### src/ifd_pkg.sv
// Package for the instruction format decoder: constants, types, register map
//
// Function
// - Addressing kind 11 makes operand select a register selector.
// - Addressing kind 00 gives zero displacement, no displacement bytes.
// - Addressing kind 01 takes one byte, sign-extended to 16 bits.
// - Addressing kind 10 takes two bytes, low first, as 16 bits.
// - Selects 000-011: base (BX or BP) plus index (SI or DI) plus disp.
// - Selects 100-111: SI, DI, BP or BX plus displacement.
// - Kind 00 with select 110 uses a 16-bit direct address.
// - Displacement follows the second byte; immediate data follows it.
// - Effective address formation always costs 4 clocks, already counted.
// - Segment override selector: 00 extra, 01 code, 10 stack, 11 data.
// - Register selector picks word registers if width 1, bytes if 0.
// - Memory operands formed with BP default to the stack segment.
// - String destinations via DI always use extra segment, no override; code forces it only when copy or store is the first byte.
// - Word operations add 4 clocks per memory transfer.
// - Conditional jumps take 4 clocks not taken, 13 taken.
// - Jump if count zero takes 5 clocks not taken, 15 taken.
// - Loop decrements count, branches if nonzero; 6 or 16 clocks.
// - Procedure entry: 15 at level 0, 25 at 1, 22+16(n-1) above.
// - Repeat prefix repeats string primitive by count; copy 8+8n.
// - Overflow interrupt only if overflow set: 48 taken, 4 otherwise.
// - Opcodes 11011TTT are coprocessor escapes costing 6 clocks.
package ifd_pkg;

  // AXI4-Lite register byte offsets
  localparam logic [7:0] IFD_CTRL_OFS = 8'h00;
  localparam logic [7:0] IFD_INSTR_OFS = 8'h04;
  localparam logic [7:0] IFD_BASE_OFS = 8'h08;
  localparam logic [7:0] IFD_INDEX_OFS = 8'h0C;
  localparam logic [7:0] IFD_AUX_OFS = 8'h10;
  localparam logic [7:0] IFD_EA_OFS = 8'h14;
  localparam logic [7:0] IFD_INFO_OFS = 8'h18;
  localparam logic [7:0] IFD_CLK_OFS = 8'h1C;
  localparam logic [7:0] IFD_STAT_OFS = 8'h20;

  // Control register fields
  localparam int IFD_CTRL_GO_BIT = 0;
  localparam int IFD_CTRL_OVF_BIT = 1;
  localparam int IFD_CTRL_TAKEN_BIT = 2;
  localparam int IFD_CTRL_OVR_EN_BIT = 3;
  localparam int IFD_CTRL_OVR_LSB = 4;
  localparam int IFD_CTRL_REP_BIT = 6;
  localparam int IFD_CTRL_LEVEL_LSB = 8;

  // Reset values
  localparam logic [31:0] IFD_ZERO32 = 32'h0000_0000;
  localparam logic [15:0] IFD_ZERO16 = 16'h0000;

  // Addressing kinds
  localparam logic [1:0] IFD_MOD_NODISP = 2'h0;
  localparam logic [1:0] IFD_MOD_DISP8 = 2'h1;
  localparam logic [1:0] IFD_MOD_DISP16 = 2'h2;
  localparam logic [1:0] IFD_MOD_REG = 2'h3;
  localparam logic [2:0] IFD_RM_DIRECT = 3'h6;

  // Segment selectors
  localparam logic [1:0] IFD_SEG_EXTRA = 2'h0;
  localparam logic [1:0] IFD_SEG_CODE = 2'h1;
  localparam logic [1:0] IFD_SEG_STACK = 2'h2;
  localparam logic [1:0] IFD_SEG_DATA = 2'h3;

  // Opcodes and opcode patterns
  localparam logic [7:0] IFD_OP_JZ = 8'h74;
  localparam logic [3:0] IFD_OP_JCC_HI = 4'h7;
  localparam logic [7:0] IFD_OP_JUMP_IF_COUNT_ZERO = 8'hE3;
  localparam logic [7:0] IFD_OP_LOOP = 8'hE2;
  localparam logic [7:0] IFD_OP_ENTER = 8'hC8;
  localparam logic [7:0] IFD_OP_REP = 8'hF2;
  localparam logic [7:0] IFD_OP_INTO = 8'hCE;
  localparam logic [4:0] IFD_OP_ESC_HI = 5'h1B;
  localparam logic [6:0] IFD_OP_STRCOPY = 7'h52;
  localparam logic [6:0] IFD_OP_INS = 7'h36;
  localparam logic [6:0] IFD_OP_OUTS = 7'h37;
  localparam logic [6:0] IFD_OP_STOS = 7'h55;

  // Clock counts
  localparam logic [15:0] IFD_EA_CLKS = 16'h0004;
  localparam logic [15:0] IFD_WORD_ADD = 16'h0004;
  localparam logic [15:0] IFD_JCC_NT = 16'h0004;
  localparam logic [15:0] IFD_JCC_T = 16'h000D;
  localparam logic [15:0] IFD_JUMP_IF_COUNT_ZERO_NT = 16'h0005;
  localparam logic [15:0] IFD_JUMP_IF_COUNT_ZERO_T = 16'h000F;
  localparam logic [15:0] IFD_LOOP_NT = 16'h0006;
  localparam logic [15:0] IFD_LOOP_T = 16'h0010;
  localparam logic [15:0] IFD_ENTER_L0 = 16'h000F;
  localparam logic [15:0] IFD_ENTER_L1 = 16'h0019;
  localparam logic [15:0] IFD_ENTER_BASE = 16'h0016;
  localparam logic [15:0] IFD_ENTER_STEP = 16'h0010;
  localparam logic [15:0] IFD_REP_BASE = 16'h0008;
  localparam logic [15:0] IFD_REP_STEP = 16'h0008;
  localparam logic [15:0] IFD_STRCOPY_ONE = 16'h000E;
  localparam logic [15:0] IFD_INTO_T = 16'h0030;
  localparam logic [15:0] IFD_INTO_NT = 16'h0004;
  localparam logic [15:0] IFD_ESC_CLKS = 16'h0006;

  // Decode request and result
  typedef struct packed {
    logic [7:0] opcode;
    logic [7:0] modrm;
    logic [7:0] disp_lo;
    logic [7:0] disp_hi;
  } ifd_instr_s;

  typedef struct packed {
    logic [15:0] base_word_register;
    logic [15:0] frame_base_pointer;
    logic [15:0] source_index;
    logic [15:0] destination_index;
    logic [15:0] count_register;
  } ifd_regs_s;

  typedef struct packed {
    logic [15:0] effective_address;
    logic [15:0] disp;
    logic [1:0] disp_bytes;
    logic is_reg;
    logic [3:0] reg_code;
    logic [1:0] segment;
    logic [5:0] escape_op;
    logic is_escape;
  } ifd_ea_s;

endpackage

### src/ifd_clk_calc.sv
// Clock count computation for control, string and escape opcodes
module ifd_clk_calc
  import ifd_pkg::*;
(
  input wire logic [7:0] opcode,
  input wire logic [7:0] string_op,
  input wire logic rep,
  input wire logic taken,
  input wire logic overflow,
  input wire logic [15:0] count,
  input wire logic [7:0] level,
  input wire logic word_width,
  input wire logic [1:0] mem_xfers,
  output logic [15:0] clocks,
  output logic branch,
  output logic [15:0] count_nxt,
  output logic known
);
  import ifd_pkg::*;

  logic [15:0] base_clks;
  logic [15:0] lvl16;
  logic [15:0] cnt_dec;

  assign lvl16 = {8'h00, level};
  assign cnt_dec = count - 16'h0001;

  // Per-opcode base count and branch decision
  always_comb begin
    base_clks = IFD_ZERO16;
    branch = 1'b0;
    count_nxt = count;
    known = 1'b1;
    if (rep && string_op[7:1] == IFD_OP_STRCOPY) begin
      base_clks = IFD_REP_BASE + IFD_REP_STEP * count;
      count_nxt = IFD_ZERO16;
    end else if (rep && (string_op[7:1] == IFD_OP_INS ||
                         string_op[7:1] == IFD_OP_OUTS)) begin
      base_clks = IFD_REP_BASE + IFD_REP_STEP * count;
      count_nxt = IFD_ZERO16;
    end else if (opcode[7:4] == IFD_OP_JCC_HI) begin
      branch = taken;
      base_clks = taken ? IFD_JCC_T : IFD_JCC_NT;
    end else if (opcode == IFD_OP_JUMP_IF_COUNT_ZERO) begin
      branch = (count == IFD_ZERO16);
      base_clks = branch ? IFD_JUMP_IF_COUNT_ZERO_T : IFD_JUMP_IF_COUNT_ZERO_NT;
    end else if (opcode == IFD_OP_LOOP) begin
      count_nxt = cnt_dec;
      branch = (cnt_dec != IFD_ZERO16);
      base_clks = branch ? IFD_LOOP_T : IFD_LOOP_NT;
    end else if (opcode == IFD_OP_ENTER) begin
      if (lvl16 == IFD_ZERO16)
        base_clks = IFD_ENTER_L0;
      else if (lvl16 == 16'h0001)
        base_clks = IFD_ENTER_L1;
      else
        base_clks = IFD_ENTER_BASE + IFD_ENTER_STEP * (lvl16 - 16'h0001);
    end else if (opcode == IFD_OP_INTO) begin
      branch = overflow;
      base_clks = overflow ? IFD_INTO_T : IFD_INTO_NT;
    end else if (opcode[7:3] == IFD_OP_ESC_HI) begin
      base_clks = IFD_ESC_CLKS;
    end else if (opcode[7:1] == IFD_OP_STRCOPY) begin
      base_clks = IFD_STRCOPY_ONE;
    end else begin
      known = 1'b0;
    end
  end

  // Word operations pay extra per memory transfer
  always_comb begin
    if (word_width)
      clocks = base_clks + IFD_WORD_ADD * {14'h0000, mem_xfers};
    else
      clocks = base_clks;
  end
endmodule

### src/ifd_ea_calc.sv
// Effective address, displacement and segment formation for a mod/rm byte
module ifd_ea_calc
  import ifd_pkg::*;
(
  input wire ifd_pkg::ifd_instr_s instr,
  input wire ifd_pkg::ifd_regs_s regs,
  input wire logic word_width,
  input wire logic ovr_en,
  input wire logic [1:0] ovr_seg,
  input wire logic str_dest,
  output ifd_pkg::ifd_ea_s ea
);
  import ifd_pkg::*;

  logic [1:0] kind;
  logic [2:0] sel;
  logic direct;
  logic uses_bp;
  logic [15:0] base;
  logic [15:0] index;

  // Field split and direct address case
  assign kind = instr.modrm[7:6];
  assign sel = instr.modrm[2:0];
  assign direct = (kind == IFD_MOD_NODISP) && (sel == IFD_RM_DIRECT);

  // Base and index choice
  always_comb begin
    base = IFD_ZERO16;
    index = IFD_ZERO16;
    unique case (sel)
      3'h0: begin base = regs.base_word_register; index = regs.source_index; end
      3'h1: begin base = regs.base_word_register; index = regs.destination_index; end
      3'h2: begin base = regs.frame_base_pointer; index = regs.source_index; end
      3'h3: begin base = regs.frame_base_pointer; index = regs.destination_index; end
      3'h4: base = regs.source_index;
      3'h5: base = regs.destination_index;
      3'h6: base = regs.frame_base_pointer;
      3'h7: base = regs.base_word_register;
    endcase
  end
  assign uses_bp = !direct && (sel == 3'h2 || sel == 3'h3 || sel == 3'h6);

  // Displacement by addressing kind, bytes right after second byte
  always_comb begin
    ea.disp = IFD_ZERO16;
    ea.disp_bytes = 2'h0;
    unique case (kind)
      IFD_MOD_NODISP: begin
        ea.disp = IFD_ZERO16;
        ea.disp_bytes = direct ? 2'h2 : 2'h0;
      end
      IFD_MOD_DISP8: begin
        ea.disp = {{8{instr.disp_lo[7]}}, instr.disp_lo};
        ea.disp_bytes = 2'h1;
      end
      IFD_MOD_DISP16: begin
        ea.disp = {instr.disp_hi, instr.disp_lo};
        ea.disp_bytes = 2'h2;
      end
      IFD_MOD_REG: begin
        ea.disp = IFD_ZERO16;
        ea.disp_bytes = 2'h0;
      end
    endcase
  end

  // Address sum; register mode reports a register code instead
  always_comb begin
    ea.is_reg = (kind == IFD_MOD_REG);
    ea.reg_code = {word_width, sel};
    if (direct)
      ea.effective_address = {instr.disp_hi, instr.disp_lo};
    else if (kind == IFD_MOD_REG)
      ea.effective_address = IFD_ZERO16;
    else
      ea.effective_address = base + index + ea.disp;
  end

  // Segment choice: string destination, override, stack default, data
  always_comb begin
    if (str_dest)
      ea.segment = IFD_SEG_EXTRA;
    else if (ovr_en)
      ea.segment = ovr_seg;
    else if (uses_bp)
      ea.segment = IFD_SEG_STACK;
    else
      ea.segment = IFD_SEG_DATA;
  end

  // Coprocessor escape opcode forwarding
  assign ea.is_escape = (instr.opcode[7:3] == IFD_OP_ESC_HI);
  assign ea.escape_op = {instr.opcode[2:0], instr.modrm[5:3]};
endmodule

### src/ifd_top.sv
// Instruction format decoder top: AXI4-Lite registers and decode pipeline
module ifd_top
  import ifd_pkg::*;
(
  input wire logic sys_clk,
  input wire logic rst,
  input wire logic [7:0] s_axi_awaddr,
  input wire logic s_axi_awvalid,
  output logic s_axi_awready,
  input wire logic [31:0] s_axi_wdata,
  input wire logic [3:0] s_axi_wstrb,
  input wire logic s_axi_wvalid,
  output logic s_axi_wready,
  output logic [1:0] s_axi_bresp,
  output logic s_axi_bvalid,
  input wire logic s_axi_bready,
  input wire logic [7:0] s_axi_araddr,
  input wire logic s_axi_arvalid,
  output logic s_axi_arready,
  output logic [31:0] s_axi_rdata,
  output logic [1:0] s_axi_rresp,
  output logic s_axi_rvalid,
  input wire logic s_axi_rready
);
  import ifd_pkg::*;

  ////////////////////////////////////////////////////////////////////////////
  // Register storage

  logic [31:0] ctrl_r;
  logic [31:0] instr_r;
  logic [31:0] base_r;
  logic [31:0] index_r;
  logic [31:0] aux_r;
  logic [31:0] ea_res_r;
  logic [31:0] info_r;
  logic [31:0] clk_res_r;
  logic done_r;
  logic busy_r;
  logic [1:0] wait_r;

  ////////////////////////////////////////////////////////////////////////////
  // Write channel handshake

  logic aw_held_r;
  logic w_held_r;
  logic [7:0] aw_addr_r;
  logic [31:0] w_data_r;
  logic [3:0] w_strb_r;
  logic do_write;
  logic [7:0] wr_addr;
  logic [31:0] wr_data;
  logic [3:0] wr_strb;
  logic wr_hit;
  logic go;

  assign wr_addr = aw_held_r ? aw_addr_r : s_axi_awaddr;
  assign wr_data = w_held_r ? w_data_r : s_axi_wdata;
  assign wr_strb = w_held_r ? w_strb_r : s_axi_wstrb;
  assign do_write = (aw_held_r || (s_axi_awvalid && s_axi_awready)) &&
                    (w_held_r || (s_axi_wvalid && s_axi_wready)) &&
                    !s_axi_bvalid;

  // Address and data captured in either order
  always_ff @(posedge sys_clk or posedge rst) begin
    if (rst) begin
      aw_held_r <= 1'b0;
      w_held_r <= 1'b0;
      aw_addr_r <= 8'h00;
      w_data_r <= IFD_ZERO32;
      w_strb_r <= 4'h0;
    end else if (do_write) begin
      aw_held_r <= 1'b0;
      w_held_r <= 1'b0;
    end else begin
      if (s_axi_awvalid && s_axi_awready) begin
        aw_held_r <= 1'b1;
        aw_addr_r <= s_axi_awaddr;
      end
      if (s_axi_wvalid && s_axi_wready) begin
        w_held_r <= 1'b1;
        w_data_r <= s_axi_wdata;
        w_strb_r <= s_axi_wstrb;
      end
    end
  end

  // Ready flags and write response
  always_ff @(posedge sys_clk or posedge rst) begin
    if (rst) begin
      s_axi_awready <= 1'b0;
      s_axi_wready <= 1'b0;
      s_axi_bvalid <= 1'b0;
      s_axi_bresp <= 2'h0;
    end else begin
      s_axi_awready <= !s_axi_bvalid && !do_write && !aw_held_r &&
                       !(s_axi_awvalid && s_axi_awready);
      s_axi_wready <= !s_axi_bvalid && !do_write && !w_held_r &&
                      !(s_axi_wvalid && s_axi_wready);
      if (do_write) begin
        s_axi_bvalid <= 1'b1;
        s_axi_bresp <= wr_hit ? 2'h0 : 2'h2;
      end else if (s_axi_bready) begin
        s_axi_bvalid <= 1'b0;
      end
    end
  end

  // Unused combos handled: hit only for writable offsets
  assign wr_hit = (wr_addr == IFD_CTRL_OFS) || (wr_addr == IFD_INSTR_OFS) ||
                  (wr_addr == IFD_BASE_OFS) || (wr_addr == IFD_INDEX_OFS) ||
                  (wr_addr == IFD_AUX_OFS);
  assign go = do_write && wr_addr == IFD_CTRL_OFS && wr_strb[0] &&
              wr_data[IFD_CTRL_GO_BIT];

  function automatic logic [31:0] merge(input logic [31:0] old,
                                        input logic [31:0] nw,
                                        input logic [3:0] be);
    logic [31:0] r;
    r = old;
    for (int i = 0; i < 4; i++) begin
      if (be[i])
        r[i*8 +: 8] = nw[i*8 +: 8];
    end
    return r;
  endfunction

  ////////////////////////////////////////////////////////////////////////////
  // Software-written registers

  always_ff @(posedge sys_clk or posedge rst) begin
    if (rst) begin
      ctrl_r <= IFD_ZERO32;
      instr_r <= IFD_ZERO32;
      base_r <= IFD_ZERO32;
      index_r <= IFD_ZERO32;
      aux_r <= IFD_ZERO32;
    end else if (do_write) begin
      unique case (wr_addr)
        IFD_CTRL_OFS: ctrl_r <= merge(ctrl_r, wr_data, wr_strb) &
                                32'hFFFF_FFFE;
        IFD_INSTR_OFS: instr_r <= merge(instr_r, wr_data, wr_strb);
        IFD_BASE_OFS: base_r <= merge(base_r, wr_data, wr_strb);
        IFD_INDEX_OFS: index_r <= merge(index_r, wr_data, wr_strb);
        IFD_AUX_OFS: aux_r <= merge(aux_r, wr_data, wr_strb);
        default: ;
      endcase
    end else if (busy_r && wait_r == 2'h0) begin
      aux_r[15:0] <= count_nxt;
    end
  end

  ////////////////////////////////////////////////////////////////////////////
  // Decode datapath

  ifd_instr_s instr;
  ifd_regs_s regs;
  ifd_ea_s ea;
  logic rep_pfx;
  logic str_dest;
  logic mem_op;
  logic [1:0] xfers;
  logic [15:0] clocks;
  logic branch;
  logic [15:0] count_nxt;
  logic known;
  logic [7:0] op;

  // Repeat prefix moves the primitive into the second byte
  assign rep_pfx = ctrl_r[IFD_CTRL_REP_BIT] ||
                   instr_r[7:0] == IFD_OP_REP;
  assign op = instr_r[7:0];
  assign instr.opcode = instr_r[7:0];
  assign instr.modrm = instr_r[15:8];
  assign instr.disp_lo = instr_r[23:16];
  assign instr.disp_hi = instr_r[31:24];
  assign regs.base_word_register = base_r[15:0];
  assign regs.frame_base_pointer = base_r[31:16];
  assign regs.source_index = index_r[15:0];
  assign regs.destination_index = index_r[31:16];
  assign regs.count_register = aux_r[15:0];
  assign str_dest = (op[7:1] == IFD_OP_STRCOPY) || (op[7:1] == IFD_OP_STOS);
  // Control transfers carry no operand byte, so no memory word moves
  assign mem_op = (instr_r[15:14] != IFD_MOD_REG) &&
                  (op[7:4] != IFD_OP_JCC_HI) && (op != IFD_OP_JUMP_IF_COUNT_ZERO) &&
                  (op != IFD_OP_LOOP) && (op != IFD_OP_ENTER) &&
                  (op != IFD_OP_INTO);
  assign xfers = (op[7:1] == IFD_OP_STRCOPY) ? 2'h2 :
                 (rep_pfx ? 2'h0 : {1'b0, mem_op && op[7:3] != IFD_OP_ESC_HI});

  ifd_ea_calc u_ea (
    .instr(instr),
    .regs(regs),
    .word_width(op[0]),
    .ovr_en(ctrl_r[IFD_CTRL_OVR_EN_BIT]),
    .ovr_seg(ctrl_r[IFD_CTRL_OVR_LSB +: 2]),
    .str_dest(str_dest),
    .ea(ea)
  );

  ifd_clk_calc u_clk (
    .opcode(op),
    .string_op(instr_r[15:8]),
    .rep(rep_pfx),
    .taken(ctrl_r[IFD_CTRL_TAKEN_BIT]),
    .overflow(ctrl_r[IFD_CTRL_OVF_BIT]),
    .count(aux_r[15:0]),
    .level(ctrl_r[IFD_CTRL_LEVEL_LSB +: 8]),
    .word_width(rep_pfx ? instr_r[8] : op[0]),
    .mem_xfers(xfers),
    .clocks(clocks),
    .branch(branch),
    .count_nxt(count_nxt),
    .known(known)
  );

  ////////////////////////////////////////////////////////////////////////////
  // Decode sequencing: address formation wait then result capture

  always_ff @(posedge sys_clk or posedge rst) begin
    if (rst) begin
      busy_r <= 1'b0;
      wait_r <= 2'h0;
      done_r <= 1'b0;
      ea_res_r <= IFD_ZERO32;
      info_r <= IFD_ZERO32;
      clk_res_r <= IFD_ZERO32;
    end else if (go) begin
      busy_r <= 1'b1;
      wait_r <= 2'(IFD_EA_CLKS - 16'h0001);
      done_r <= 1'b0;
    end else if (busy_r) begin
      if (wait_r != 2'h0) begin
        wait_r <= wait_r - 2'h1;
      end else begin
        busy_r <= 1'b0;
        done_r <= 1'b1;
        ea_res_r <= {ea.disp, ea.effective_address};
        info_r <= {14'h0000, known, branch, ea.is_escape, ea.escape_op,
                   ea.segment, ea.reg_code, ea.is_reg, ea.disp_bytes};
        clk_res_r <= {16'h0000, clocks};
      end
    end
  end

  ////////////////////////////////////////////////////////////////////////////
  // Read channel

  logic [31:0] rd_mux;
  logic rd_hit;

  always_comb begin
    rd_hit = 1'b1;
    unique case (s_axi_araddr)
      IFD_CTRL_OFS: rd_mux = ctrl_r;
      IFD_INSTR_OFS: rd_mux = instr_r;
      IFD_BASE_OFS: rd_mux = base_r;
      IFD_INDEX_OFS: rd_mux = index_r;
      IFD_AUX_OFS: rd_mux = aux_r;
      IFD_EA_OFS: rd_mux = ea_res_r;
      IFD_INFO_OFS: rd_mux = info_r;
      IFD_CLK_OFS: rd_mux = clk_res_r;
      IFD_STAT_OFS: rd_mux = {30'h0000_0000, busy_r, done_r};
      default: begin
        rd_mux = IFD_ZERO32;
        rd_hit = 1'b0;
      end
    endcase
  end

  // One read at a time, answered the cycle after acceptance
  always_ff @(posedge sys_clk or posedge rst) begin
    if (rst) begin
      s_axi_arready <= 1'b0;
      s_axi_rvalid <= 1'b0;
      s_axi_rdata <= IFD_ZERO32;
      s_axi_rresp <= 2'h0;
    end else begin
      s_axi_arready <= !s_axi_rvalid && !(s_axi_arvalid && s_axi_arready);
      if (s_axi_arvalid && s_axi_arready) begin
        s_axi_rvalid <= 1'b1;
        s_axi_rdata <= rd_mux;
        s_axi_rresp <= rd_hit ? 2'h0 : 2'h2;
      end else if (s_axi_rready) begin
        s_axi_rvalid <= 1'b0;
      end
    end
  end
endmodule

### config.mk
export PLATFORM = sky130hd
export DESIGN_NAME = ifd_top
export DESIGN_NICKNAME = d
export VERILOG_FILES = /design/src/ifd_pkg.sv /design/src/ifd_clk_calc.sv /design/src/ifd_ea_calc.sv /design/src/ifd_top.sv
export SDC_FILE = /design/constraint.sdc
export NUM_CORES = 1
export LEC_CHECK = 0
export ABC_AREA = 1
export BUFFER_PORTS_ARGS = -buffer_cell sky130_fd_sc_hd__buf_4
export CAP_MARGIN = 10
export CORE_MARGIN = 2
export CORE_UTILIZATION = 60
export CTS_BUF_LIST = sky130_fd_sc_hd__clkbuf_8 sky130_fd_sc_hd__clkbuf_16
export DETAILED_ROUTE_END_ITERATION = 6
export PLACE_DENSITY = 0.79
export RECOVER_POWER = 25
export SKIP_CTS_REPAIR_TIMING = 1
export SKIP_LAST_GASP = 1
export SYNTH_ARGS = -nofsm -noshare
export SYNTH_HDL_FRONTEND = slang
export SYNTH_SLANG_ARGS = --single-unit
### constraint.sdc
create_clock -name sys_clk -period 10.4 [get_ports sys_clk]
set_input_delay 0.52 -clock sys_clk [delete_from_list [all_inputs] [get_ports sys_clk]]
set_output_delay 0.52 -clock sys_clk [all_outputs]
set_load 0.02 [all_outputs]
==> metrics.md, run 1 <==
| Metric | Value |
|---|---|
| FP Rows | `62` |
| Post-synth EDFFs | `0` |
| Multi-input gate area | `8160 µm²` |
| Worst reg2reg startpoint | `instr_r[10]` |
| Seq/Total Area, Yosys | `45.1%` |
| CTS Buf Count | `35` |
| FILL cells | `2465` |
| Critical Path Sink Type | `asynchronous set/reset pin` |
| Post-DP HPWL | `44100 µm` |
| Die area | `30300 µm²` |
| #FFs+latches synth | `313` |
| WS Path Type | `in2async` |
| Crit path arrival time | `5.81 ns` |
| Worst hold path type | `in2reg` |
| Antenna violations before repair | `0` |
| Hold Path Stages | `2` |
| Max-slew violation count | `223` |
| Pin count of the biggest net entering global routing | `94` |
| Core area | `28600 µm²` |
| Worst-path clk slew | `0.06 ns` |
| Syn Std Cell Area | `17400 µm²` |
| Top post-synthesis cells by area | `dfrtp_1 45%, nand2_1 13%, o21ai_0 8.4%` |
| WL final | `59700 µm` |
| DP Cell Count | `2622` |
| Yosys warnings | `0` |
| Worst-Skew Late Latency | `0.53 ns` |
| Clock root buffer | `clkbuf_16` |
| Width of the die | `174 µm` |
| Setup Skew | `0.0109 ns` |
| First-pass GRT wire length | `91200 µm` |
| DR vias/cell | `6.14` |
| Pwr/cell area | `217 nW/µm²` |
| Share of cells above drive strength 1 | `10.1%` |
| # diodes | `0` |
| Nets@finish | `2375` |
| Reg2reg end | `ea_res_r[15]` |
| Die Height | `174 µm` |
| Most frequent cell after synthesis | `nand2_1` |
| Initial cell density of the core | `60.7%` |
| Peak supply drop | `0.220 mV` |
| RSZ-0062 raised after global routing | `false` |
| Cells after synthesis | `2215` |
| Max-Cap Viols | `3` |
| Via Count | `16.5k` |
| Total GRT Usage | `39.7%` |
| Dpl ws | `5.95 ns` |
| Worst slew margin | `-168%` |
| Violation count after the first detailed-route iteration | `2064` |
| Violated checks | `design-rule violations, max-capacitance violations, max-slew violations` |
| Slew @ Worst Pin | `4.00 ns` |
| FFs w/ async S/R, synth | `100%` |
| Port Buf Inserts | `97` |
| Hold Vio Cnt, Final | `0` |
| Ys flop type | `dfrtp_1` |
| DRC Markers | `4` |
| Io pins | `100` |
| Hold path start | `s_axi_rready` |
| Yosys top cell by area | `dfrtp_1` |
| Fin Setup TNS | `0 ns` |
| Final min period | `6.09 ns` |
| DR WL/cell | `22.2 µm` |
| Setup ws final | `4.31 ns` |
| Clk buf depth | `3` |
| Sequential cell area | `7830 µm²` |
| Run status | `finished with violations` |
| CP Max Fanout | `93` |
| Routed Antenna Nets | `0` |
| R2R Setup Slk | `5.81 ns` |
| Reg2reg path depth | `18` |
| Critical Path RT | `10.13 ns` |
| Gr ovfl total | `0` |
| Top cells by count, synth | `589 x nand2_1, 313 x dfrtp_1, 293 x o21ai_0` |
| Area delta synth->final | `11.0%` |
| Via count of the first global-routing pass | `15.6k` |
| # setup viols final | `0` |
| H-tree depth | `2` |
| Fin cells | `2686` |
| Top cell type's share of synthesized area | `45.1%` |
| Library cells used by synthesis | `58` |
| Leak | `0.00915 µW` |
| Util after Layout | `67.4%` |
| Mapped Avg Cell Area | `7.84 µm²` |
| Pre-antenna DRT Iters | `7` |
| CTS sink count | `313` |
| CTS tree | `built` |
| Final Cycle Share | `58.5%` |
| F_max | `0.164 GHz` |
| Startpoint types | `input port` |
| Worst Hold End | `s_axi_rvalid` |
| Placer Congestion | `1.02` |
## layout make-up
cell class                      count  area share [%]
Multi-Input combinational cell   1554            42.3
Sequential cell                   313            40.6
Inverter                          263            5.12
Clock buffer                       43            5.11
Timing Repair Buffer              109            3.43
Tap cell                          384            2.49
Clock inverter                     20           0.928
## through the flow
step	cell area (µm²)	total power, µW	hold slack, ns
5_1_grt	19300	4380	0.168
3_5_place_dp	18300	2900	0.440
6_report	19300	4190	0.163
2_1_floorplan	17400	2470	0.445
4_1_cts	19400	4160	0.115
3_3_place_gp	18300	2860	0.426
## layer usage
| layer | vias to the layer above | GRT usage [%] | wire, µm |
|---|---|---|---|
| met1 | 7833 | 57.3 | 25000 |
| met5 | - | 1.44 | 41 |
| met4 | 2 | 17.7 | 2950 |
| met2 | 1053 | 56.4 | 24600 |
| li1 | 7450 | - | - |
| met3 | 165 | 10.4 | 7170 |
## critical path: stages
cell and delay (ns):
clkbuf_4 0.11, clkinvlp_2 2.22, clkbuf_1 2.85
## flip-flops by register name, indices dropped and copies added (netlist names), 2 cells and up
| name | count |
|---|---|
| aux_r | 32 |
| base_r | 32 |
| ea_res_r | 32 |
| index_r | 32 |
| instr_r | 32 |
| s_axi_rdata | 32 |
| w_data_r | 32 |
| ctrl_r | 31 |
| info_r | 17 |
| clk_res_r | 16 |
| aw_addr_r | 8 |
| w_strb_r | 4 |
| wait_r | 2 |
## power breakdown
part / internal, µW / total (µW) / switching [µW]
clock network: 747 / 1260 / 513
logic: 387 / 1250 / 865
registers: 1430 / 1680 / 247
total: 2560 / 4190 / 1630
## kinds of logic (layout without fill, tap and decap cells)
family	Yosys count	count (layout)	synth area share, %
AOI/OAI and AO/OA	555	555	18.3
xor gates and xnor gates	29	29	1.51
adders and majority gates	40	40	3.62
buffers and inverters	349	435	7.99
DFF	313	313	45.1
muxes	19	19	1.20
other	1	2	0.0216
and+or+nand+nor	909	909	22.3
## layout by cell type, fill, tap and decap left out, drive strengths merged, types with 18 or more instances in the layout
| master | instances |
|---|---|
| dfrtp | 313 |
| nor2 | 165 |
| inv | 271 |
| a221oi | 19 |
| nand3 | 82 |
| xor2 | 22 |
| buf | 66 |
| clkbuf | 86 |
| a31oi | 18 |
| o21ai | 329 |
| nand2 | 613 |
| a21oi | 72 |
| ha | 23 |
| o22ai | 58 |
## how the worst max path moves through the flow
stage	startpoint	endpoint	slack (ns)
after floorplan	rst	aux_r[0]	1.22
after global placement	instr_r[10]	ea_res_r[15]	6.13
after detailed placement	instr_r[10]	ea_res_r[15]	5.95
after CTS	instr_r[10]	ea_res_r[15]	5.94
after global routing	rst	s_axi_rdata[8]	2.96
final	rst	s_axi_rdata[10]	4.31
No activity file was read; power rests on OpenSTA's default activity.
==> run 2: changes to the inputs <==
--- a/config.mk
+++ b/config.mk
@@ -9,10 +9,10 @@
 export BUFFER_PORTS_ARGS = -buffer_cell sky130_fd_sc_hd__buf_4
 export CAP_MARGIN = 10
 export CORE_MARGIN = 2
-export CORE_UTILIZATION = 60
+export CORE_UTILIZATION = 56
 export CTS_BUF_LIST = sky130_fd_sc_hd__clkbuf_8 sky130_fd_sc_hd__clkbuf_16
 export DETAILED_ROUTE_END_ITERATION = 6
-export PLACE_DENSITY = 0.79
+export PLACE_DENSITY = 0.77
 export RECOVER_POWER = 25
 export SKIP_CTS_REPAIR_TIMING = 1
 export SKIP_LAST_GASP = 1
==> constraint.sdc (replaced) <==
create_clock -name sys_clk -period 5.1 [get_ports sys_clk]
set_input_delay 0.255 -clock sys_clk [delete_from_list [all_inputs] [get_ports sys_clk]]
set_output_delay 0.255 -clock sys_clk [all_outputs]
set_load 0.02 [all_outputs]
==> run 2 against run 1 <==
Compared with the run above:
- the flow finishes with violations (negative hold slack, max-capacitance violations, max-slew violations)
- combinational power grew 110%
- clock skew rose by 0.012 ns
- core utilization decreased by 4.0 points
- via count down 1.7%
- critical path type is now reg2reg
- critical endpoint is now ea_res_r[15]
- largest power group unchanged
- design area is 0.48% higher
- sequential power increased by 100%
- worst hold slack lost 0.17 ns
- sequential cell count unchanged
- global-route usage fell by 2.7 points
- setup slack got worse by 3.7 ns
- cell count up 0.82%
==> metrics.md, run 2 (synthesized netlist as in run 1, its figures left out) <==
| Metric | Value |
|---|---|
| Design area | `19400 µm²` |
| Hold Vio Cnt, Final | `1` |
| DR vias/cell | `5.99` |
| WS Path Type | `reg2reg` |
| Width of the die | `180 µm` |
| Port Buf Inserts | `97` |
| Clk buf depth | `3` |
| Peak supply drop | `0.374 mV` |
| Setup Skew | `0.0225 ns` |
| Max-slew violation count | `194` |
| Power Total | `8450 µW` |
| Clock root buffer | `clkbuf_16` |
| Area after DPL | `18300 µm²` |
| Crit path arrival time | `4.86 ns` |
| Antenna violations before repair | `3` |
| Die Height | `180 µm` |
| Pwr/cell area | `436 nW/µm²` |
| Pre-antenna DRT Iters | `6` |
| DRC Markers | `0` |
| DP Cell Count | `2639` |
| Share of cells above drive strength 1 | `10.1%` |
| CTS tree | `built` |
| CTS sink count | `313` |
| Pin count of the biggest net entering global routing | `143` |
| Worst-Skew Late Latency | `0.54 ns` |
| FP Rows | `64` |
| Final min period | `4.50 ns` |
| Worst Hold End | `aw_addr_r[7]` |
| Worst-path clk slew | `0.06 ns` |
| Core area | `30600 µm²` |
| Fin Setup TNS | `0 ns` |
| Reg2reg end | `ea_res_r[15]` |
| Placer Congestion | `0.975` |
| Hold Path Stages | `3` |
| Max-Cap Viols | `2` |
| Violation count after the first detailed-route iteration | `1887` |
| Reg2reg path depth | `19` |
| First-pass GRT wire length | `92000 µm` |
| Total GRT Usage | `37.0%` |
| Via count of the first global-routing pass | `15.4k` |
| Worst reg2reg startpoint | `instr_r[8]` |
| CP Max Fanout | `13` |
| Initial cell density of the core | `56.8%` |
| Critical Path Sink Type | `flip-flop` |
| DR WL/cell | `22.4 µm` |
| Die area | `32400 µm²` |
| Hold path start | `s_axi_awaddr[7]` |
| Worst hold path type | `in2reg` |
| Gr ovfl total | `0` |
| CTS Buf Count | `35` |
| Area delta synth->final | `11.6%` |
| Nets@finish | `2389` |
| Leak | `0.00919 µW` |
| RSZ-0062 raised after global routing | `false` |
| Violated checks | `negative hold slack, max-capacitance violations, max-slew violations` |
| Commonest cells after routing, fill and taps aside | `588 x nand2_1, 313 x dfrtp_1, 293 x o21ai_0` |
| Slew @ Worst Pin | `3.22 ns` |
| Final Cycle Share | `88.2%` |
| Post-DP HPWL | `45200 µm` |
| Io pins | `100` |
| F_max | `0.222 GHz` |
| Fin cells | `2708` |
| # diodes | `0` |
| H-tree depth | `2` |
| Critical Path RT | `5.47 ns` |
| Startpoint types | `flip-flop` |
| Run status | `finished with violations` |
| Routed Antenna Nets | `0` |
| WHS | `-0.00531 ns` |
| Worst slew margin | `-115%` |
| R2R Setup Slk | `0.60 ns` |
| Via Count | `16.2k` |
| Most common cell after layout, fill and taps aside | `nand2_1` |
| WL final | `60800 µm` |
| # setup viols final | `0` |
run 2: power breakdown:
group          switching (µW)  internal, µW
logic                    1790           809
registers                 479          2910
clock network            1060          1400
total                    3330          5120
run 2: metal layers:
| metal | wire, µm | part of all wire, % | vias to the layer above | track usage (%) |
|---|---|---|---|---|
| met5 | 27 | 0.044 | - | 0 |
| met4 | 2370 | 3.9 | 4 | 13.2 |
| met3 | 7160 | 12 | 144 | 11.6 |
| met2 | 25500 | 42 | 894 | 53.5 |
| met1 | 25800 | 42 | 7719 | 52.7 |
| li1 | - | - | 7455 | - |
run 2: critical path, cell delays in order, from the launching register on:
cell	delay (ns)
dfrtp_1	0.62
nand2_1	0.15
nand2_1	0.41
nand2_4	0.17
inv_1	0.26
nand2_1	0.09
o2111ai_1	0.12
fa_1	0.47
ha_1	0.24
fa_1	0.41
nand3_1	0.10
nand3_1	0.12
a21oi_1	0.28
o21ai_0	0.18
nand3_1	0.10
nand2_1	0.08
a21boi_0	0.22
a21oi_1	0.09
o21ai_0	0.09
a22oi_1	0.09
run 2: worst max path at each step:
| stage | start | endpoint | slack (ns) | depth (start not counted) |
|---|---|---|---|---|
| global placement | instr_r[8] | ea_res_r[15] | 0.86 | 20 |
| floorplan | rst | aux_r[0] | 0.68 | 1 |
| finish | instr_r[8] | ea_res_r[15] | 0.60 | 19 |
| CTS | instr_r[10] | ea_res_r[15] | 0.67 | 18 |
| global route | rst | s_axi_rdata[11] | 0.17 | 4 |
| detailed placement | instr_r[10] | ea_res_r[15] | 0.71 | 18 |
run 2: through the flow:
| step | setup WS, ns | utilization, % | hold WS [ns] |
|---|---|---|---|
| 4_1_cts | 0.672 | 63.6 | -0.209 |
| 2_1_floorplan | 0.676 | - | 0.342 |
| 5_1_grt | 0.165 | 63.4 | 0.0126 |
| 3_5_place_dp | 0.712 | 60.0 | 0.342 |
| 3_3_place_gp | 0.864 | 60.0 | 0.345 |
| 6_report | 0.604 | 63.4 | -0.00531 |
run 2: layout make-up:
class / instances / area, µm²
clock buffers: 41 / 958
clock inverters: 18 / 145
fillers: 2761 / 11200
inverters: 263 / 988
multi-input cells: 1554 / 8160
flip-flops and latches: 313 / 7830
well taps: 396 / 495
repair buffers: 123 / 796
==> run 3: changes to the inputs <==
--- a/config.mk
+++ b/config.mk
@@ -9,10 +9,9 @@
 export BUFFER_PORTS_ARGS = -buffer_cell sky130_fd_sc_hd__buf_4
 export CAP_MARGIN = 10
 export CORE_MARGIN = 2
-export CORE_UTILIZATION = 56
+export CORE_UTILIZATION = 39
 export CTS_BUF_LIST = sky130_fd_sc_hd__clkbuf_8 sky130_fd_sc_hd__clkbuf_16
 export DETAILED_ROUTE_END_ITERATION = 6
-export PLACE_DENSITY = 0.77
 export RECOVER_POWER = 25
 export SKIP_CTS_REPAIR_TIMING = 1
 export SKIP_LAST_GASP = 1
==> constraint.sdc (replaced) <==
create_clock -name sys_clk -period 3.8 [get_ports sys_clk]
set_input_delay 0.19 -clock sys_clk [delete_from_list [all_inputs] [get_ports sys_clk]]
set_output_delay 0.19 -clock sys_clk [all_outputs]
set_load 0.02 [all_outputs]
==> run 3 against run 2 <==
Compared with the run above:
- the run still ends with negative hold slack, max-capacitance violations, max-slew violations left
- fmax increased by 26%
- clock skew is 0.0092 ns lower
- die area is 43% higher
- setup slack worse by 0.38 ns
- via count down 0.16%
- combinational power up 41%
- total power grew 40%
- worst hold slack gained 0.0050 ns
- sequential power increased by 33%
- routed wire length increased by 4.6%
- sequential share of layout area shrank 2.7 points
- global-route usage shrank 9.5 points
- largest power group unchanged
==> metrics.md, run 3 (synthesized netlist as in run 1, its figures left out) <==
| Metric | Value |
|---|---|
| Run status | `finished with violations` |
| Violated checks | `negative hold slack, max-capacitance violations, max-slew violations` |
| Total GRT Usage | `27.5%` |
| F_max | `0.280 GHz` |
| CTS tree | `built` |
| Pin count of the biggest net entering global routing | `169` |
| Setup Skew | `0.0133 ns` |
| Hold Path Stages | `5` |
| First-pass GRT wire length | `96300 µm` |
| Critical-path cell list | `nand2_1 -> nand2_1 -> buf_4 -> o2111ai_1 -> fa_1 -> ha_1 -> fa_1 -> nand3_1 -> nand3_2 -> a21oi_4 -> o21ai_1 -> buf_4 -> o21ai_0 -> a21oi_1 -> a211oi_2 -> a21oi_1` |
| Pre-antenna DRT Iters | `6` |
| RSZ-0062 raised after global routing | `true` |
| Pwr/cell area | `569 nW/µm²` |
| Final Cycle Share | `94.0%` |
| Critical Path RT | `4.21 ns` |
| DRC Markers | `0` |
| Worst-Skew Late Latency | `0.56 ns` |
| Most common cell after layout, fill and taps aside | `nand2_1` |
| Peak supply drop | `0.461 mV` |
| Reg2reg path depth | `16` |
| Nets@finish | `2490` |
| Die area | `46300 µm²` |
| Power Total | `11800 µW` |
| Post-DP HPWL | `47600 µm` |
| DP Cell Count | `2896` |
| Max-slew violation count | `316` |
| Worst hold path type | `in2reg` |
| Antenna violations before repair | `0` |
| DR vias/cell | `5.39` |
| CP bufs+invs | `2` |
| Via count of the first global-routing pass | `15.6k` |
| Crit path arrival time | `3.98 ns` |
| Placer Congestion | `0.962` |
| # setup viols final | `0` |
| Share of cells above drive strength 1 | `14.4%` |
| Worst slew margin | `-80.3%` |
| WL final | `63600 µm` |
| CTS sink count | `313` |
| Dpl ws | `0.124 ns` |
| Initial cell density of the core | `39.4%` |
| R2R Setup Slk | `0.23 ns` |
| Io pins | `100` |
| Port Buf Inserts | `97` |
| DR WL/cell | `21.2 µm` |
| Critical Path Stages | `16` |
| Clock root buffer | `clkbuf_16` |
| Die Height | `215 µm` |
| CP max-delay cell | `fa_1` |
| Gr ovfl total | `0` |
| Fin cells | `3003` |
| Slew @ Worst Pin | `2.70 ns` |
| CP Max Fanout | `10` |
| Final min period | `3.57 ns` |
| Leak | `0.00984 µW` |
| Reg2reg end | `ea_res_r[11]` |
| Hold path start | `s_axi_awvalid` |
| Critical Path Sink Type | `flip-flop` |
| Startpoint types | `flip-flop` |
| Commonest cells after routing, fill and taps aside | `588 x nand2_1, 313 x dfrtp_1, 289 x o21ai_0` |
| Via Count | `16.2k` |
| Clk buf depth | `3` |
| WS Path Type | `reg2reg` |
| Worst reg2reg startpoint | `instr_r[10]` |
| Worst-path clk slew | `0.06 ns` |
| Violation count after the first detailed-route iteration | `1676` |
| Setup ws final | `0.228 ns` |
| H-tree depth | `2` |
| Core area | `44100 µm²` |
| CP delay by family, top | `adder cells` |
| Hold Vio Cnt, Final | `1` |
| Routed Antenna Nets | `0` |
| CP peak stage delay | `0.49 ns` |
| Width of the die | `215 µm` |
| # diodes | `0` |
| Worst Hold End | `aw_held_r` |
| Area delta synth->final | `19.4%` |
| WHS | `-0.000343 ns` |
| FP Rows | `77` |
| CTS Buf Count | `38` |
| Max-Cap Viols | `3` |
==> run 3: cell count changes in the layout (fill, tap and decap cells not counted), moves of 3 or more <==
cell	change
o21ai_0	-4
nor2_1	-3
dlygate4sd3_1	+37
clkbuf_16	+4
o21ai_1	+4
nor2_2	+4
inv_1	-3
clkbuf_1	-39
buf_4	+99
==> run 3: cell type report <==
class	count	area [µm²]
multi-input combinational	1554	8200
inverter	263	988
fill	4457	23400
tap	592	741
sequential	313	7830
timing repair buffer	221	1770
clock buffer	44	1040
clock inverter	16	161
==> run 3: stage by stage <==
step	utilization (%)	hold WS (ns)	cell area (µm²)	TNS (ns)
after floorplan	-	0.277	17400	-174.93
final	47.0	-0.000343	20700	0
after global placement	43.2	0.363	19100	0
after CTS	45.9	-0.221	20300	0
after detailed placement	43.2	0.363	19100	0
after global routing	47.0	0.0464	20700	-0.0581
==> run 3: worst reg2reg max path, cell delays in order, from the launching register on <==
cell and delay [ns]:
dfrtp_1 0.41, nand2_1 0.12, nand2_1 0.11, buf_4 0.20
o2111ai_1 0.33, fa_1 0.49, ha_1 0.24, fa_1 0.39
nand3_1 0.11, nand3_2 0.12, a21oi_4 0.21, o21ai_1 0.09
buf_4 0.14, o21ai_0 0.15, a21oi_1 0.07, a211oi_2 0.19
a21oi_1 0.06
==> run 3: worst max path at each step <==
stage / endpoint / slack (ns) / from
after detailed placement: ea_res_r[15] / 0.12 / instr_r[14]
after floorplan: aux_r[0] / -0.56 / rst
after global placement: ea_res_r[15] / 0.17 / instr_r[10]
final: ea_res_r[11] / 0.23 / instr_r[10]
after global routing: ea_res_r[15] / -0.06 / instr_r[8]
after CTS: ea_res_r[15] / 0.12 / instr_r[14]
==> run 3: report_power, final <==
part	leakage [µW]	switching, µW	total, µW	internal [µW]
sequential	0.00424	610	4520	3910
clock	0.000616	1470	3620	2150
combinational	0.00499	2420	3660	1230
==> run 3: routing by layer <==
layer,global-route usage (%),vias up,routed length [µm]
met4,8.87,0,2040
met5,0,-,0
met3,5.62,102,5140
li1,-,7670,-
met1,39.5,7765,28800
met2,41.5,653,27600
